`config.mk`:
```
export PLATFORM = sky130hd
export DESIGN_NAME = nonbonded_channel_clocking_flat
export DESIGN_NICKNAME = d
export VERILOG_FILES = /design/src/chan_clk_pkg.sv /design/src/chan_clk_if.sv /design/src/nonbonded_channel_clocking.sv /design/src/flat_wrapper.sv
export SDC_FILE = /design/constraint.sdc
export NUM_CORES = 1
export LEC_CHECK = 0
export BUFFER_PORTS_ARGS = -buffer_cell sky130_fd_sc_hd__buf_2
export CAP_MARGIN = 30
export CORE_MARGIN = 2
export CORE_UTILIZATION = 45
export CTS_CLUSTER_DIAMETER = 150
export DETAILED_ROUTE_END_ITERATION = 10
export PLACE_DENSITY = 0.83
export REMOVE_ABC_BUFFERS = 1
export SLEW_MARGIN = 0
export SYNTH_ARGS = -nofsm -noshare
export SYNTH_HDL_FRONTEND = slang
export SYNTH_SLANG_ARGS = --single-unit
```
`constraint.sdc`:
```
create_clock -name clock -period 2 [get_ports clock]
set_input_delay 0.5 -clock clock [delete_from_list [all_inputs] [get_ports clock]]
set_output_delay 0.5 -clock clock [all_outputs]
set_load 0.01 [all_outputs]
```
`src/chan_clk_pkg.sv`:
```
package chan_clk_pkg;

    // Channel count of one transceiver block and width of a fabric word
    localparam int        num_chan    = 4;
    localparam int        word_w      = 8;
    localparam int        num_src     = 8;
    localparam int        ptr_w       = 2;

    // Operation modes
    localparam logic [1:0] mode_tx_only = 2'h0;
    localparam logic [1:0] mode_rx_only = 2'h1;
    localparam logic [1:0] mode_tx_rx   = 2'h2;

    // Package classes
    localparam logic [1:0] pkg_small = 2'h0;
    localparam logic [1:0] pkg_f484  = 2'h1;
    localparam logic [1:0] pkg_large = 2'h2;

    // Clock sources, one index per PLL
    localparam logic [2:0] src_adjacent_pll_a_small_pkg = 3'h0;
    localparam logic [2:0] src_adjacent_pll_b_small_pkg = 3'h1;
    localparam logic [2:0] src_adjacent_pll_a_block0    = 3'h2;
    localparam logic [2:0] src_adjacent_pll_b_block0    = 3'h3;
    localparam logic [2:0] src_adjacent_pll_a_block1    = 3'h4;
    localparam logic [2:0] src_adjacent_pll_b_block1    = 3'h5;
    localparam logic [2:0] src_general_pll_one          = 3'h6;
    localparam logic [2:0] src_general_pll_two          = 3'h7;

    // Reset values of the static configuration
    localparam logic [1:0] rst_mode  = mode_tx_only;
    localparam logic [2:0] rst_src   = src_adjacent_pll_a_small_pkg;
    localparam logic [1:0] rst_pkg   = pkg_small;

    // Channel states, Gray along config -> run -> fault
    typedef enum logic [1:0] {
        st_config = 2'h0,
        st_run    = 2'h1,
        st_fault  = 2'h3
    } chan_state_t;

    // Which PLL may reach which channel; the extra PLLs reach only some channels
    function automatic logic source_legal(input logic [1:0] pkg, input logic blk,
                                          input logic [1:0] ch, input logic [2:0] src);
        logic lo;
        logic ok;
        lo = (ch < 2'h2);
        ok = 1'b0;
        if (pkg == pkg_small) begin
            ok = !blk && (src == src_adjacent_pll_a_small_pkg || src == src_adjacent_pll_b_small_pkg);
        end else if (pkg == pkg_f484 || pkg == pkg_large) begin
            if (!blk && lo) begin
                ok = src == src_adjacent_pll_a_block0 || src == src_general_pll_one
                     || src == src_adjacent_pll_b_block0;
            end else if (!blk) begin
                ok = src == src_adjacent_pll_a_block0 || src == src_adjacent_pll_b_block0
                     || (src == src_adjacent_pll_a_block1 && pkg == pkg_large);
            end else if (pkg == pkg_large && lo) begin
                ok = src == src_adjacent_pll_a_block1 || src == src_adjacent_pll_b_block0
                     || src == src_adjacent_pll_b_block1;
            end else if (pkg == pkg_large) begin
                ok = src == src_adjacent_pll_a_block1 || src == src_adjacent_pll_b_block1
                     || src == src_general_pll_two;
            end
        end
        return ok;
    endfunction : source_legal

    // Divide-by-two of a tick stream: pass every other tick
    function automatic logic halve_tick(input logic enable, input logic tick, input logic phase);
        return enable ? (tick & phase) : tick;
    endfunction : halve_tick

endpackage : chan_clk_pkg

```
`src/chan_clk_if.sv`:
```
`timescale 1ns/1ps
interface chan_clk_if;
    logic [3:0]      tx_clkout;
    logic [3:0]      rx_clkout;
    logic [3:0]      rx_on_tx_clk;
    logic [3:0][7:0] rx_word;
    logic [3:0][7:0] tx_word;
    logic [3:0]      tx_launch;

    modport device_end (
        output tx_clkout,
        output rx_clkout,
        output rx_on_tx_clk,
        output rx_word,
        input  tx_word,
        input  tx_launch
    );

    modport fabric_end (
        input  tx_clkout,
        input  rx_clkout,
        input  rx_on_tx_clk,
        input  rx_word,
        output tx_word,
        output tx_launch
    );
endinterface : chan_clk_if

```
`src/nonbonded_channel_clocking.sv`:
```
`timescale 1ns/1ps
module nonbonded_channel_clocking (
    input  wire logic                  clock,
    input  wire logic                  reset,
    chan_clk_if.device_end             link,
    input  wire logic [1:0]            cfg_pkg,
    input  wire logic                  cfg_block,
    input  wire logic [3:0][1:0]       cfg_mode,
    input  wire logic [3:0][2:0]       cfg_src,
    input  wire logic [3:0]            cfg_byte_ser,
    input  wire logic [3:0]            cfg_byte_deser,
    input  wire logic [3:0]            cfg_rmf,
    input  wire logic [3:0]            cfg_load,
    input  wire logic [3:0]            run,
    input  wire logic [7:0]            pll_fast_tick,
    input  wire logic [7:0]            pll_slow_tick,
    input  wire logic [3:0]            cdr_fast_tick,
    input  wire logic [3:0]            cdr_slow_tick,
    input  wire logic [3:0][7:0]       rx_data_in,
    output logic      [3:0]            ser_tick,
    output logic      [3:0]            tx_pcs_tick,
    output logic      [3:0]            tx_fifo_rd_tick,
    output logic      [3:0]            deser_tick,
    output logic      [3:0]            align_tick,
    output logic      [3:0]            rmf_wr_tick,
    output logic      [3:0]            rx_pcs_tick,
    output logic      [3:0]            rx_fifo_wr_tick,
    output logic      [3:0][1:0]       tx_fifo_rd_ptr,
    output logic      [3:0][1:0]       rx_fifo_wr_ptr,
    output logic      [3:0][7:0]       tx_word_seen,
    output logic      [3:0]            chan_running,
    output logic      [3:0]            cfg_fault
);

    localparam int n = chan_clk_pkg::num_chan;

    // Static configuration: package and block shared by all channels, the rest one copy per channel
    logic [1:0]                 pkg_q,   pkg_d;
    logic                       blk_q,   blk_d;
    logic [3:0][1:0]            mode_q,  mode_d;
    logic [3:0][2:0]            src_q,   src_d;
    logic [3:0]                 bser_q,  bser_d;
    logic [3:0]                 bdes_q,  bdes_d;
    logic [3:0]                 rmf_q,   rmf_d;
    chan_clk_pkg::chan_state_t  state_q [n];
    chan_clk_pkg::chan_state_t  state_d [n];

    // Divider phases and FIFO pointers
    logic [3:0]                 tx_ph_q, tx_ph_d;
    logic [3:0]                 rx_ph_q, rx_ph_d;
    logic [3:0][1:0]            rd_ptr_q, rd_ptr_d;
    logic [3:0][1:0]            wr_ptr_q, wr_ptr_d;
    logic [3:0][7:0]            seen_q,  seen_d;
    logic [3:0][7:0]            rxw_q,   rxw_d;

    // Registered clock strobes
    logic [3:0]                 ser_q, ser_d, txp_q, txp_d, txr_q, txr_d, des_q, des_d;
    logic [3:0]                 aln_q, aln_d, rmw_q, rmw_d, rxp_q, rxp_d, rxw_tk_q, rxw_tk_d;
    logic [3:0]                 rxclk_q, rxclk_d, ontx_q, ontx_d;
    // State decodes kept in flops so the status outputs never glitch
    logic [3:0]                 run_q, run_d, flt_q, flt_d;

    // Per-channel next state; no channel reads another channel's state
    always_comb begin
        logic legal;
        logic tx_used;
        logic rx_used;
        logic live;
        logic fast;
        logic slow;
        logic rx_base;
        legal   = 1'b0;
        tx_used = 1'b0;
        rx_used = 1'b0;
        live    = 1'b0;
        fast    = 1'b0;
        slow    = 1'b0;
        rx_base = 1'b0;
        pkg_d   = pkg_q;
        blk_d   = blk_q;
        mode_d  = mode_q;
        src_d   = src_q;
        bser_d  = bser_q;
        bdes_d  = bdes_q;
        rmf_d   = rmf_q;
        for (int i = 0; i < n; i++) begin
            state_d[i] = state_q[i];
            // Loads only land while stopped, so a running channel never sees a change
            if (state_q[i] == chan_clk_pkg::st_config && cfg_load[i]) begin
                mode_d[i] = cfg_mode[i];
                src_d[i]  = cfg_src[i];
                bser_d[i] = cfg_byte_ser[i];
                bdes_d[i] = cfg_byte_deser[i];
                rmf_d[i]  = cfg_rmf[i];
                pkg_d     = cfg_pkg;
                blk_d     = cfg_block;
            end
            tx_used = mode_q[i] != chan_clk_pkg::mode_rx_only;
            rx_used = mode_q[i] != chan_clk_pkg::mode_tx_only;
            // Rate match only with both directions; unsupported pairings fault
            legal = mode_q[i] != 2'h3
                    && !(rmf_q[i] && mode_q[i] != chan_clk_pkg::mode_tx_rx)
                    && (!tx_used || chan_clk_pkg::source_legal(pkg_q, blk_q, 2'(i), src_q[i]));
            case (state_q[i])
                chan_clk_pkg::st_config: begin
                    if (run[i] && !cfg_load[i]) begin
                        state_d[i] = legal ? chan_clk_pkg::st_run : chan_clk_pkg::st_fault;
                    end
                end
                chan_clk_pkg::st_run: begin
                    if (!run[i]) begin
                        state_d[i] = chan_clk_pkg::st_config;
                    end
                end
                chan_clk_pkg::st_fault: begin
                    if (!run[i]) begin
                        state_d[i] = chan_clk_pkg::st_config;
                    end
                end
                default: begin
                    state_d[i] = chan_clk_pkg::st_config;
                end
            endcase
        end
        for (int i = 0; i < n; i++) begin
            live    = state_q[i] == chan_clk_pkg::st_run;
            run_d[i] = state_d[i] == chan_clk_pkg::st_run;
            flt_d[i] = state_d[i] == chan_clk_pkg::st_fault;
            tx_used = live && mode_q[i] != chan_clk_pkg::mode_rx_only;
            rx_used = live && mode_q[i] != chan_clk_pkg::mode_tx_only;
            // One source select serves both rates of the channel
            fast    = tx_used && pll_fast_tick[src_q[i]];
            slow    = tx_used && pll_slow_tick[src_q[i]];
            ser_d[i] = fast;
            txp_d[i] = slow;
            tx_ph_d[i] = !live ? 1'b0 : (slow ? ~tx_ph_q[i] : tx_ph_q[i]);
            txr_d[i] = chan_clk_pkg::halve_tick(bser_q[i], slow, tx_ph_q[i]);
            des_d[i] = rx_used && cdr_fast_tick[i];
            aln_d[i] = rx_used && cdr_slow_tick[i];
            rmw_d[i] = rx_used && rmf_q[i] && cdr_slow_tick[i];
            // Past the rate match FIFO the receive side runs on the transmit clock
            rx_base  = rmf_q[i] ? (rx_used && slow) : (rx_used && cdr_slow_tick[i]);
            rxp_d[i] = rx_base;
            rx_ph_d[i] = !live ? 1'b0 : (rx_base ? ~rx_ph_q[i] : rx_ph_q[i]);
            rxw_tk_d[i] = chan_clk_pkg::halve_tick(bdes_q[i], rx_base, rx_ph_q[i]);
            // Recovered clock exported only when it is the FIFO clock
            rxclk_d[i] = rxw_tk_d[i] && !rmf_q[i];
            ontx_d[i]  = rx_used && rmf_q[i];
            // Private pointers per channel
            rd_ptr_d[i] = !live ? 2'h0 : (txr_d[i] ? rd_ptr_q[i] + 2'h1 : rd_ptr_q[i]);
            wr_ptr_d[i] = !live ? 2'h0 : (rxw_tk_d[i] ? wr_ptr_q[i] + 2'h1 : wr_ptr_q[i]);
            seen_d[i] = txr_d[i] ? link.tx_word[i] : seen_q[i];
            rxw_d[i]  = rxw_tk_d[i] ? rx_data_in[i] : rxw_q[i];
        end
    end

    // Registers
    always_ff @(posedge clock) begin
        if (reset) begin
            pkg_q    <= chan_clk_pkg::rst_pkg;
            blk_q    <= 1'b0;
            mode_q   <= {n{chan_clk_pkg::rst_mode}};
            src_q    <= {n{chan_clk_pkg::rst_src}};
            bser_q   <= 4'h0;
            bdes_q   <= 4'h0;
            rmf_q    <= 4'h0;
            for (int i = 0; i < n; i++) begin
                state_q[i] <= chan_clk_pkg::st_config;
            end
            tx_ph_q  <= 4'h0;
            rx_ph_q  <= 4'h0;
            rd_ptr_q <= '0;
            wr_ptr_q <= '0;
            seen_q   <= '0;
            rxw_q    <= '0;
            ser_q    <= 4'h0;
            txp_q    <= 4'h0;
            txr_q    <= 4'h0;
            des_q    <= 4'h0;
            aln_q    <= 4'h0;
            rmw_q    <= 4'h0;
            rxp_q    <= 4'h0;
            rxw_tk_q <= 4'h0;
            rxclk_q  <= 4'h0;
            ontx_q   <= 4'h0;
            run_q    <= 4'h0;
            flt_q    <= 4'h0;
        end else begin
            pkg_q    <= pkg_d;
            blk_q    <= blk_d;
            mode_q   <= mode_d;
            src_q    <= src_d;
            bser_q   <= bser_d;
            bdes_q   <= bdes_d;
            rmf_q    <= rmf_d;
            for (int i = 0; i < n; i++) begin
                state_q[i] <= state_d[i];
            end
            tx_ph_q  <= tx_ph_d;
            rx_ph_q  <= rx_ph_d;
            rd_ptr_q <= rd_ptr_d;
            wr_ptr_q <= wr_ptr_d;
            seen_q   <= seen_d;
            rxw_q    <= rxw_d;
            ser_q    <= ser_d;
            txp_q    <= txp_d;
            txr_q    <= txr_d;
            des_q    <= des_d;
            aln_q    <= aln_d;
            rmw_q    <= rmw_d;
            rxp_q    <= rxp_d;
            rxw_tk_q <= rxw_tk_d;
            rxclk_q  <= rxclk_d;
            ontx_q   <= ontx_d;
            run_q    <= run_d;
            flt_q    <= flt_d;
        end
    end

    // Outputs straight from flops
    assign chan_running      = run_q;
    assign cfg_fault         = flt_q;
    assign ser_tick          = ser_q;
    assign tx_pcs_tick       = txp_q;
    assign tx_fifo_rd_tick   = txr_q;
    assign deser_tick        = des_q;
    assign align_tick        = aln_q;
    assign rmf_wr_tick       = rmw_q;
    assign rx_pcs_tick       = rxp_q;
    assign rx_fifo_wr_tick   = rxw_tk_q;
    assign tx_fifo_rd_ptr    = rd_ptr_q;
    assign rx_fifo_wr_ptr    = wr_ptr_q;
    assign tx_word_seen      = seen_q;
    assign link.tx_clkout    = txr_q;
    assign link.rx_clkout    = rxclk_q;
    assign link.rx_on_tx_clk = ontx_q;
    assign link.rx_word      = rxw_q;

endmodule : nonbonded_channel_clocking

```
`src/flat_wrapper.sv`:
```
// flat-port wrapper written by rule: the top's interface ports become plain ports
module nonbonded_channel_clocking_flat 
  (clock, reset, cfg_pkg, cfg_block, cfg_mode, cfg_src, cfg_byte_ser, cfg_byte_deser, cfg_rmf, cfg_load, run, pll_fast_tick, pll_slow_tick, cdr_fast_tick, cdr_slow_tick, rx_data_in, ser_tick, tx_pcs_tick, tx_fifo_rd_tick, deser_tick, align_tick, rmf_wr_tick, rx_pcs_tick, rx_fifo_wr_tick, tx_fifo_rd_ptr, rx_fifo_wr_ptr, tx_word_seen, chan_running, cfg_fault, link_tx_clkout, link_rx_clkout, link_rx_on_tx_clk, link_rx_word, link_tx_word, link_tx_launch);
  chan_clk_if link_i ();
  input  wire logic clock;
  input  wire logic reset;
  input  wire logic [1:0] cfg_pkg;
  input  wire logic cfg_block;
  input  wire logic [3:0][1:0] cfg_mode;
  input  wire logic [3:0][2:0] cfg_src;
  input  wire logic [3:0] cfg_byte_ser;
  input  wire logic [3:0] cfg_byte_deser;
  input  wire logic [3:0] cfg_rmf;
  input  wire logic [3:0] cfg_load;
  input  wire logic [3:0] run;
  input  wire logic [7:0] pll_fast_tick;
  input  wire logic [7:0] pll_slow_tick;
  input  wire logic [3:0] cdr_fast_tick;
  input  wire logic [3:0] cdr_slow_tick;
  input  wire logic [3:0][7:0] rx_data_in;
  output logic      [3:0] ser_tick;
  output logic      [3:0] tx_pcs_tick;
  output logic      [3:0] tx_fifo_rd_tick;
  output logic      [3:0] deser_tick;
  output logic      [3:0] align_tick;
  output logic      [3:0] rmf_wr_tick;
  output logic      [3:0] rx_pcs_tick;
  output logic      [3:0] rx_fifo_wr_tick;
  output logic      [3:0][1:0] tx_fifo_rd_ptr;
  output logic      [3:0][1:0] rx_fifo_wr_ptr;
  output logic      [3:0][7:0] tx_word_seen;
  output logic      [3:0] chan_running;
  output logic      [3:0] cfg_fault;
  output wire logic [$bits(link_i.tx_clkout)-1:0] link_tx_clkout;
  output wire logic [$bits(link_i.rx_clkout)-1:0] link_rx_clkout;
  output wire logic [$bits(link_i.rx_on_tx_clk)-1:0] link_rx_on_tx_clk;
  output wire logic [$bits(link_i.rx_word)-1:0] link_rx_word;
  input wire logic [$bits(link_i.tx_word)-1:0] link_tx_word;
  input wire logic [$bits(link_i.tx_launch)-1:0] link_tx_launch;
  assign link_tx_clkout = link_i.tx_clkout;
  assign link_rx_clkout = link_i.rx_clkout;
  assign link_rx_on_tx_clk = link_i.rx_on_tx_clk;
  assign link_rx_word = link_i.rx_word;
  assign link_i.tx_word = link_tx_word;
  assign link_i.tx_launch = link_tx_launch;
  nonbonded_channel_clocking u_core (.clock(clock), .reset(reset), .link(link_i), .cfg_pkg(cfg_pkg), .cfg_block(cfg_block), .cfg_mode(cfg_mode), .cfg_src(cfg_src), .cfg_byte_ser(cfg_byte_ser), .cfg_byte_deser(cfg_byte_deser), .cfg_rmf(cfg_rmf), .cfg_load(cfg_load), .run(run), .pll_fast_tick(pll_fast_tick), .pll_slow_tick(pll_slow_tick), .cdr_fast_tick(cdr_fast_tick), .cdr_slow_tick(cdr_slow_tick), .rx_data_in(rx_data_in), .ser_tick(ser_tick), .tx_pcs_tick(tx_pcs_tick), .tx_fifo_rd_tick(tx_fifo_rd_tick), .deser_tick(deser_tick), .align_tick(align_tick), .rmf_wr_tick(rmf_wr_tick), .rx_pcs_tick(rx_pcs_tick), .rx_fifo_wr_tick(rx_fifo_wr_tick), .tx_fifo_rd_ptr(tx_fifo_rd_ptr), .rx_fifo_wr_ptr(rx_fifo_wr_ptr), .tx_word_seen(tx_word_seen), .chan_running(chan_running), .cfg_fault(cfg_fault));
endmodule
```
### After elaboration in Yosys (flattened, before gate mapping)

Memories as Yosys holds them, arrays and structs flattened.
Cells that the tools add are included.

* add/sub/neg operators: 8
* order comparisons: 4
* eq/ne operators: 54
* muxes and demuxes: 75
* bitwise logic cells: 24
* reductions and logical operators: 130

Operator list (number)
* logical AND 1 bit: 66
* two-way mux 1 bit: 43
* two-way mux 2 bit: 20
* equality test 3 bit, second input constant: 12
* logical OR 1 bit: 25
* binary-select mux 1 bit (select 3 bit): 8
* equality test 3 x 2 -> 1 bit, second input constant: 8
* equality test 2 x 1 -> 1 bit, second input constant: 9
* equality test 2 bit, second input constant: 9
* zero test 1 bit: 17
* adder 2 x 1 -> 2 bit, second input constant: 8
* less-than comparator 3 x 4 -> 1 bit, second input constant: 4
* inequality test 2 bit, second input constant: 8
* one-hot mux 2 bit (2 select lines): 4
* OR reduction 2 bit: 8
* equality test 3 x 1 -> 1 bit, second input constant: 4
* zero test 3 bit: 4
* NOT 1 bit: 12
* zero test 2 bit: 5
* AND 1 bit: 8
* inequality test 2 x 1 -> 1 bit, second input constant: 4
* nonzero test 2 bit: 4
* bitwise OR 1 bit: 4
* nonzero test 4 bit: 1

* bits in registers: 171
* bits in writable memories: 8
* input bits: 137
* memories: 1

Memory list
* u_core.state_q: depth 4, width 2, read ports 4, clocked after Yosys merged registers in 0, write ports 4, RTL line nonbonded_channel_clocking.sv:45 `chan_clk_pkg::chan_state_t state_q [n];`

### Depth between registers and ports, before layout

* depth after elaboration: 13
* gate-level depth with buffers: 7
* gate-level depth less buffers: 7

### Worst setup path after synthesis

No wires, ideal clock.

* path type: input -> register
* start: input pll_slow_tick[3]
* end: register u_core.rxw_q (netlist bit u_core.link.rx_word[16])
* setup time: 128 ps
* arrival time: 1744 ps
* data required time: 1872 ps
* slack: 128 ps
* stages on the path: 6
* path buffers: 1
* cell sequence: mux4_2 > mux2i_4 > o21a_2 > buf_8 > mux2i_1 > nor2_1

* cells in the longest elaborated chain, start to end: 7

RTL lines
* from (decl): RTL line flat_wrapper.sv:17 `input wire logic [7:0] pll_slow_tick;`
* binary-select mux 1 bit (select 3 bit) *: RTL line nonbonded_channel_clocking.sv:133 `slow = tx_used && pll_slow_tick[src_q[i]];`
* two-way mux 1 bit (implied by the code) *: RTL line nonbonded_channel_clocking.sv:133
* logical AND 1 bit *: RTL line nonbonded_channel_clocking.sv:133
* logical AND 1 bit *: RTL line nonbonded_channel_clocking.sv:142 `rx_base = rmf_q[i] ? (rx_used && slow) : (rx_used && cdr_slow_tick[i]);`
* two-way mux 1 bit *: RTL line nonbonded_channel_clocking.sv:142
* AND 1 bit: RTL line chan_clk_pkg.sv:70 `return enable ? (tick & phase) : tick;`
* two-way mux 1 bit *: RTL line chan_clk_pkg.sv:70
* to (signal assigned): RTL line nonbonded_channel_clocking.sv:204 `rxw_q <= rxw_d;`
* to (decl): RTL line nonbonded_channel_clocking.sv:54 `logic [3:0][7:0] rxw_q, rxw_d;`

Mark *: on every way between the ends. The rest lies on a longest branch, timed or not. The select of a mux whose other input is x is not followed.
A chain may end at the register's enable or synchronous reset.

### Worst setup path in the final report

* start: register u_core.src_q[6] (netlist bit)
* end: register u_core.rxw_q (netlist bit u_core.link.rx_word[18])

* cells in the longest elaborated chain, start to end: 7

RTL lines
* from (decl): RTL line nonbonded_channel_clocking.sv:41 `logic [3:0][2:0] src_q, src_d;`
* from (signal assigned): RTL line nonbonded_channel_clocking.sv:163 `src_q <= {n{chan_clk_pkg::rst_src}};`
* from (signal assigned): RTL line nonbonded_channel_clocking.sv:192 `src_q <= src_d;`
* binary-select mux 1 bit (select 3 bit) *: RTL line nonbonded_channel_clocking.sv:133
* two-way mux 1 bit (implied by the code) *: RTL line nonbonded_channel_clocking.sv:133
* logical AND 1 bit *: RTL line nonbonded_channel_clocking.sv:133
* logical AND 1 bit *: RTL line nonbonded_channel_clocking.sv:142
* two-way mux 1 bit *: RTL line nonbonded_channel_clocking.sv:142
* AND 1 bit: RTL line chan_clk_pkg.sv:70
* two-way mux 1 bit *: RTL line chan_clk_pkg.sv:70

Marks and branches as above.

==> results.md <==
Worst setup path:
- The category of the worst setup path launch point is a flip-flop.
- In this run the worst path has a maximum fanout of 11.
- The critical path's top delay family is multiplexers.
- The critical path's slowest cell is sky130_fd_sc_hd__mux4_2.
- Data on the critical path arrives at its endpoint at roughly 2200 ps.
- Together, buffers and inverters on the worst path number 1.
- Counting cells, the worst reg-to-reg path comes to 6.
- The critical path goes through mux4_2 -> mux2i_4 -> o21a_2 -> buf_12 -> mux2i_1 -> nor2_1.
- In this design, the stage delay of the slowest critical-path cell is 540 ps.
- The total stage count of the critical path is 6.
- At the worst endpoint, the required time is around 2300 ps.
- The setup path with the least slack is of type reg2reg.
- STA classifies the critical path endpoint as a flip-flop.

Outcome:
- The flow ran to the end, and the final reports show no timing, DRC or antenna violations.

Logic synthesis:
- The count of flip-flops with a built-in enable after synthesis is 0.
- The average instance area after synthesis is 9.63 sq um.
- The flip-flop and latch count after synthesis is ~180.
- The area of the mapped netlist is 0.00739 sq mm.
- For this run, the number of Yosys warnings is 0.
- The synthesized netlist cell count is between 700 and 800.
- After synthesis, the netlist uses 61 different library cells.
- For this run, the register share of the synthesized area comes to just under 50%.
- The post-synthesis async set-or-reset flop share is 0%.
- Among all flip-flop cells after synthesis, the most frequent one is sky130_fd_sc_hd__dfxtp_1.

Clock tree:
- The clock slew at the register clock pins of the worst setup and hold paths is around 60 ps.
- The root buffer cell chosen for the clock tree is sky130_fd_sc_hd__clkbuf_16.
- The buffer levels on the longest clock path is 2.
- In this run, CTS created clock tree buffers numbering 17.
- The clock sink total is between 150 and 200.
- The latest clock arrival within the worst-skew pair is 430 ps.
- In this run the number of H-tree levels came out at 4.
- The number of hold-repair buffers added at the cts stage is 0.
- The TritonCTS clock tree is yes.

GRT:
- The maximum number of pins on one net before global-route repair is between 70 and 80.
- The initial antenna violation count is 3.
- After global routing the overflow that remains totals 0.
- The number of global-route vias before repair is ~6300.
- The wire length of the first global-routing pass is 31200 microns.
- Across every metal layer, demand over resource in global routing totals roughly 22%.

Placement:
- The HPWL reported at the end of detailed placement is ~15000 microns.
- The count of input and output buffers is roughly 260.
- The final weighted congestion in routability-driven placement is 0.855.

STA:
- The highest achievable clock rate is 527 MHz.
- The period utilization is 94.8%.
- The number of hold violations in the final report is 0.
- The total count of max-transition violations in the final report is 0.
- Measured against its own limit, the worst slew margin works out to 49.6%.
- After layout, the minimum clock period comes to ~1900 ps.
- Setup violations remaining at the end of the flow were counted as 0.
- The maximum clock skew at final layout is 9.52 ps.
- The slew at the pin with the worst max-slew slack is around 750 ps.
- Setup repair after global routing left no endpoint under its margin.
- Setup total negative slack on the finished layout was measured at 0 ps.

Die:
- The placement row count is 46.
- The width of the die is 132 microns.
- The core region is approximately 0.016 sq mm.
- The starting density of the core is a little under half.
- In this run the vertical extent of the chip is between 100 and 150 microns.
- between 200 and 300 I/O pins were placed.
- The full die area is around 0.017 sq mm.

Drt:
- For this run, design rule violations remaining after detail routing come to 0.
- The first-pass detailed-route iteration total is 4.
- The number of vias per cell is between 5 and 6.
- The first routing iteration left ~310 violations.
- The final layout contains routed wiring with a total length of roughly 19000 microns.
- The routed via count is about 6500.
- The detail-routed net length per standard cell is 15.0 microns.
- The remaining number of nets flagged by the antenna check after routing is 0.

Flow run:
- The number of maximum-capacitance violations is 0.

Power and ir drop:
- The share of total power dissipated in the clock network is between 40% and 50%.
- The analysis attributes to net switching a power of approximately 0.0019 W.
- The combinational share of power is a little under an eighth.
- The internal power is roughly 0.0060 W.
- The total power per unit cell area is around 800 mW/mm^2.
- Sequential cells account for 47.5% of the total power.
- The analysis attributes to cell leakage a power of ~4.5 nW.
- Net switching is 24.3% of the power.
- Across the VDD grid, the largest voltage drop is 0.571 mV.

Worst hold path:
- The class of the worst hold path is in2reg.
- The worst hold path depth is 2.

Finish:
- At the end of the flow, the number of nets in the layout was 1200.
- Leaving out fill and tap cells, the most frequent cell in the layout is sky130_fd_sc_hd__buf_2.
- Relative to the synthesized area, the layout overhead comes to 33.0%.
- The utilization after layout is between 60% and 70%.
- The fraction of layout instances using a drive strength above 1 is between 30% and 40%.
- In the layout the commonest cells are 263 x sky130_fd_sc_hd__buf_2, 176 x sky130_fd_sc_hd__dfxtp_1, 120 x sky130_fd_sc_hd__nor2_1.
cells by family (layout without fill, tap and decap cells):
group	Yosys count	in the layout	share of synthesized area [%]
AO/OA/AOI/OAI	107	107	9.71
XOR/XNOR	12	12	1.42
adder cells (fa/ha/maj)	2	2	0.338
buffers and inverters	60	366	4.03
flip-flops	179	179	48.5
multiplexers	105	105	16.5
other	0	2	0
AND/OR/NAND/NOR	303	303	19.5
final cells by class:
class,count,area (sq um)
inverters,10,37.5
well taps,216,270
repair buffers,324,1840
multi-input cells,529,3520
fillers,1403,6170
diodes,2,5.00
flip-flops and latches,179,3590
clock buffers,25,495
clock inverters,7,73.8
state kept, by name, indices dropped and copies added (netlist names), 8 cells and up:
register               flops
u_core.link.rx_word       32
u_core.tx_word_seen       32
u_core.src_q              12
u_core.mode_q              8
u_core.rx_fifo_wr_ptr      8
u_core.state_q             8
u_core.tx_fifo_rd_ptr      8
what timing repair did:
| action | 4_1_cts | 5_1_grt |
|---|---|---|
| pin swaps | 0 | 2 |
| setup buffers | 0 | 1 |
| gates resized for setup | 1 | 4 |
| endpoints found under the setup margin | 4 | 35 |
cells in the mapped netlist, drive strengths merged, types with 2 or more instances:
| library cell | instances | area (sq um) |
|---|---|---|
| o211a | 3 | 30.0 |
| nor3b | 7 | 57.6 |
| mux4 | 12 | 270 |
| nand4 | 2 | 12.5 |
| and2 | 16 | 100 |
| mux2i | 88 | 893 |
| o21ai | 13 | 65.1 |
| buf | 23 | 159 |
| a22oi | 2 | 15.0 |
| o21a | 3 | 23.8 |
| nor3 | 18 | 90.1 |
| nor2 | 121 | 457 |
| and3b | 2 | 17.5 |
| and3 | 7 | 43.8 |
| nand3 | 3 | 15.0 |
| o2111ai | 2 | 17.5 |
| or3 | 10 | 62.6 |
| ha | 2 | 25.0 |
| o211ai | 19 | 143 |
| a211oi | 2 | 15.0 |
| a31o | 4 | 35.0 |
| o31ai | 2 | 28.8 |
| nand2b | 16 | 100 |
| nor4 | 6 | 62.6 |
| nor2b | 20 | 125 |
| clkbuf | 27 | 101 |
| inv | 10 | 37.5 |
| mux2 | 5 | 56.3 |
| dfxtp | 179 | 3580 |
| a21o | 2 | 15.0 |
| nand2 | 71 | 267 |
| a21oi | 42 | 210 |
| xnor2 | 11 | 96.3 |
| o22ai | 2 | 26.3 |
| a21boi | 5 | 37.5 |
final timing paths:
kind	slack (ps)	end	from
worst max-delay path	100	u_core.link.rx_word[18]	u_core.src_q[6]
worst min-delay path	270	u_core.deser_tick[2]	cdr_fast_tick[2]
worst max register to register	100	u_core.link.rx_word[18]	u_core.src_q[6]
worst min register to register	450	u_core.bdes_q[2]	u_core.bdes_q[2]
per-stage QoR:
stage / std cells / power (W) / setup slack [ps] / hold slack [ps] / instance area, sq um
CTS: 1289 / 0.00797 / 14.6 / 258 / 9810
global route: 1291 / 0.00822 / 11.5 / 279 / 9830
detailed placement: 1257 / 0.00476 / -236 / 444 / 9240
floorplan: 718 / 0.00430 / -350 / 426 / 7130
finish: 1292 / 0.00790 / 103 / 269 / 9830
global placement: 1256 / 0.00474 / -346 / 440 / 9240
power groups by stage:
stage	Combinational [W]	Clock [W]	Sequential [W]
2_1_floorplan	0.000450	0	0.00385
3_3_place_gp	0.000914	0	0.00382
3_5_place_dp	0.000935	0	0.00383
4_1_cts	0.000941	0.00328	0.00375
5_1_grt	0.00103	0.00343	0.00376
6_report	0.000939	0.00321	0.00375
layer usage:
| layer | track usage, % | routed length, microns |
|---|---|---|
| met5 | 0 | 11 |
| met4 | 7.11 | 290 |
| met3 | 6.54 | 1370 |
| met2 | 37.3 | 9430 |
| met1 | 27.1 | 8290 |
(Power assumes the default switching activity.)
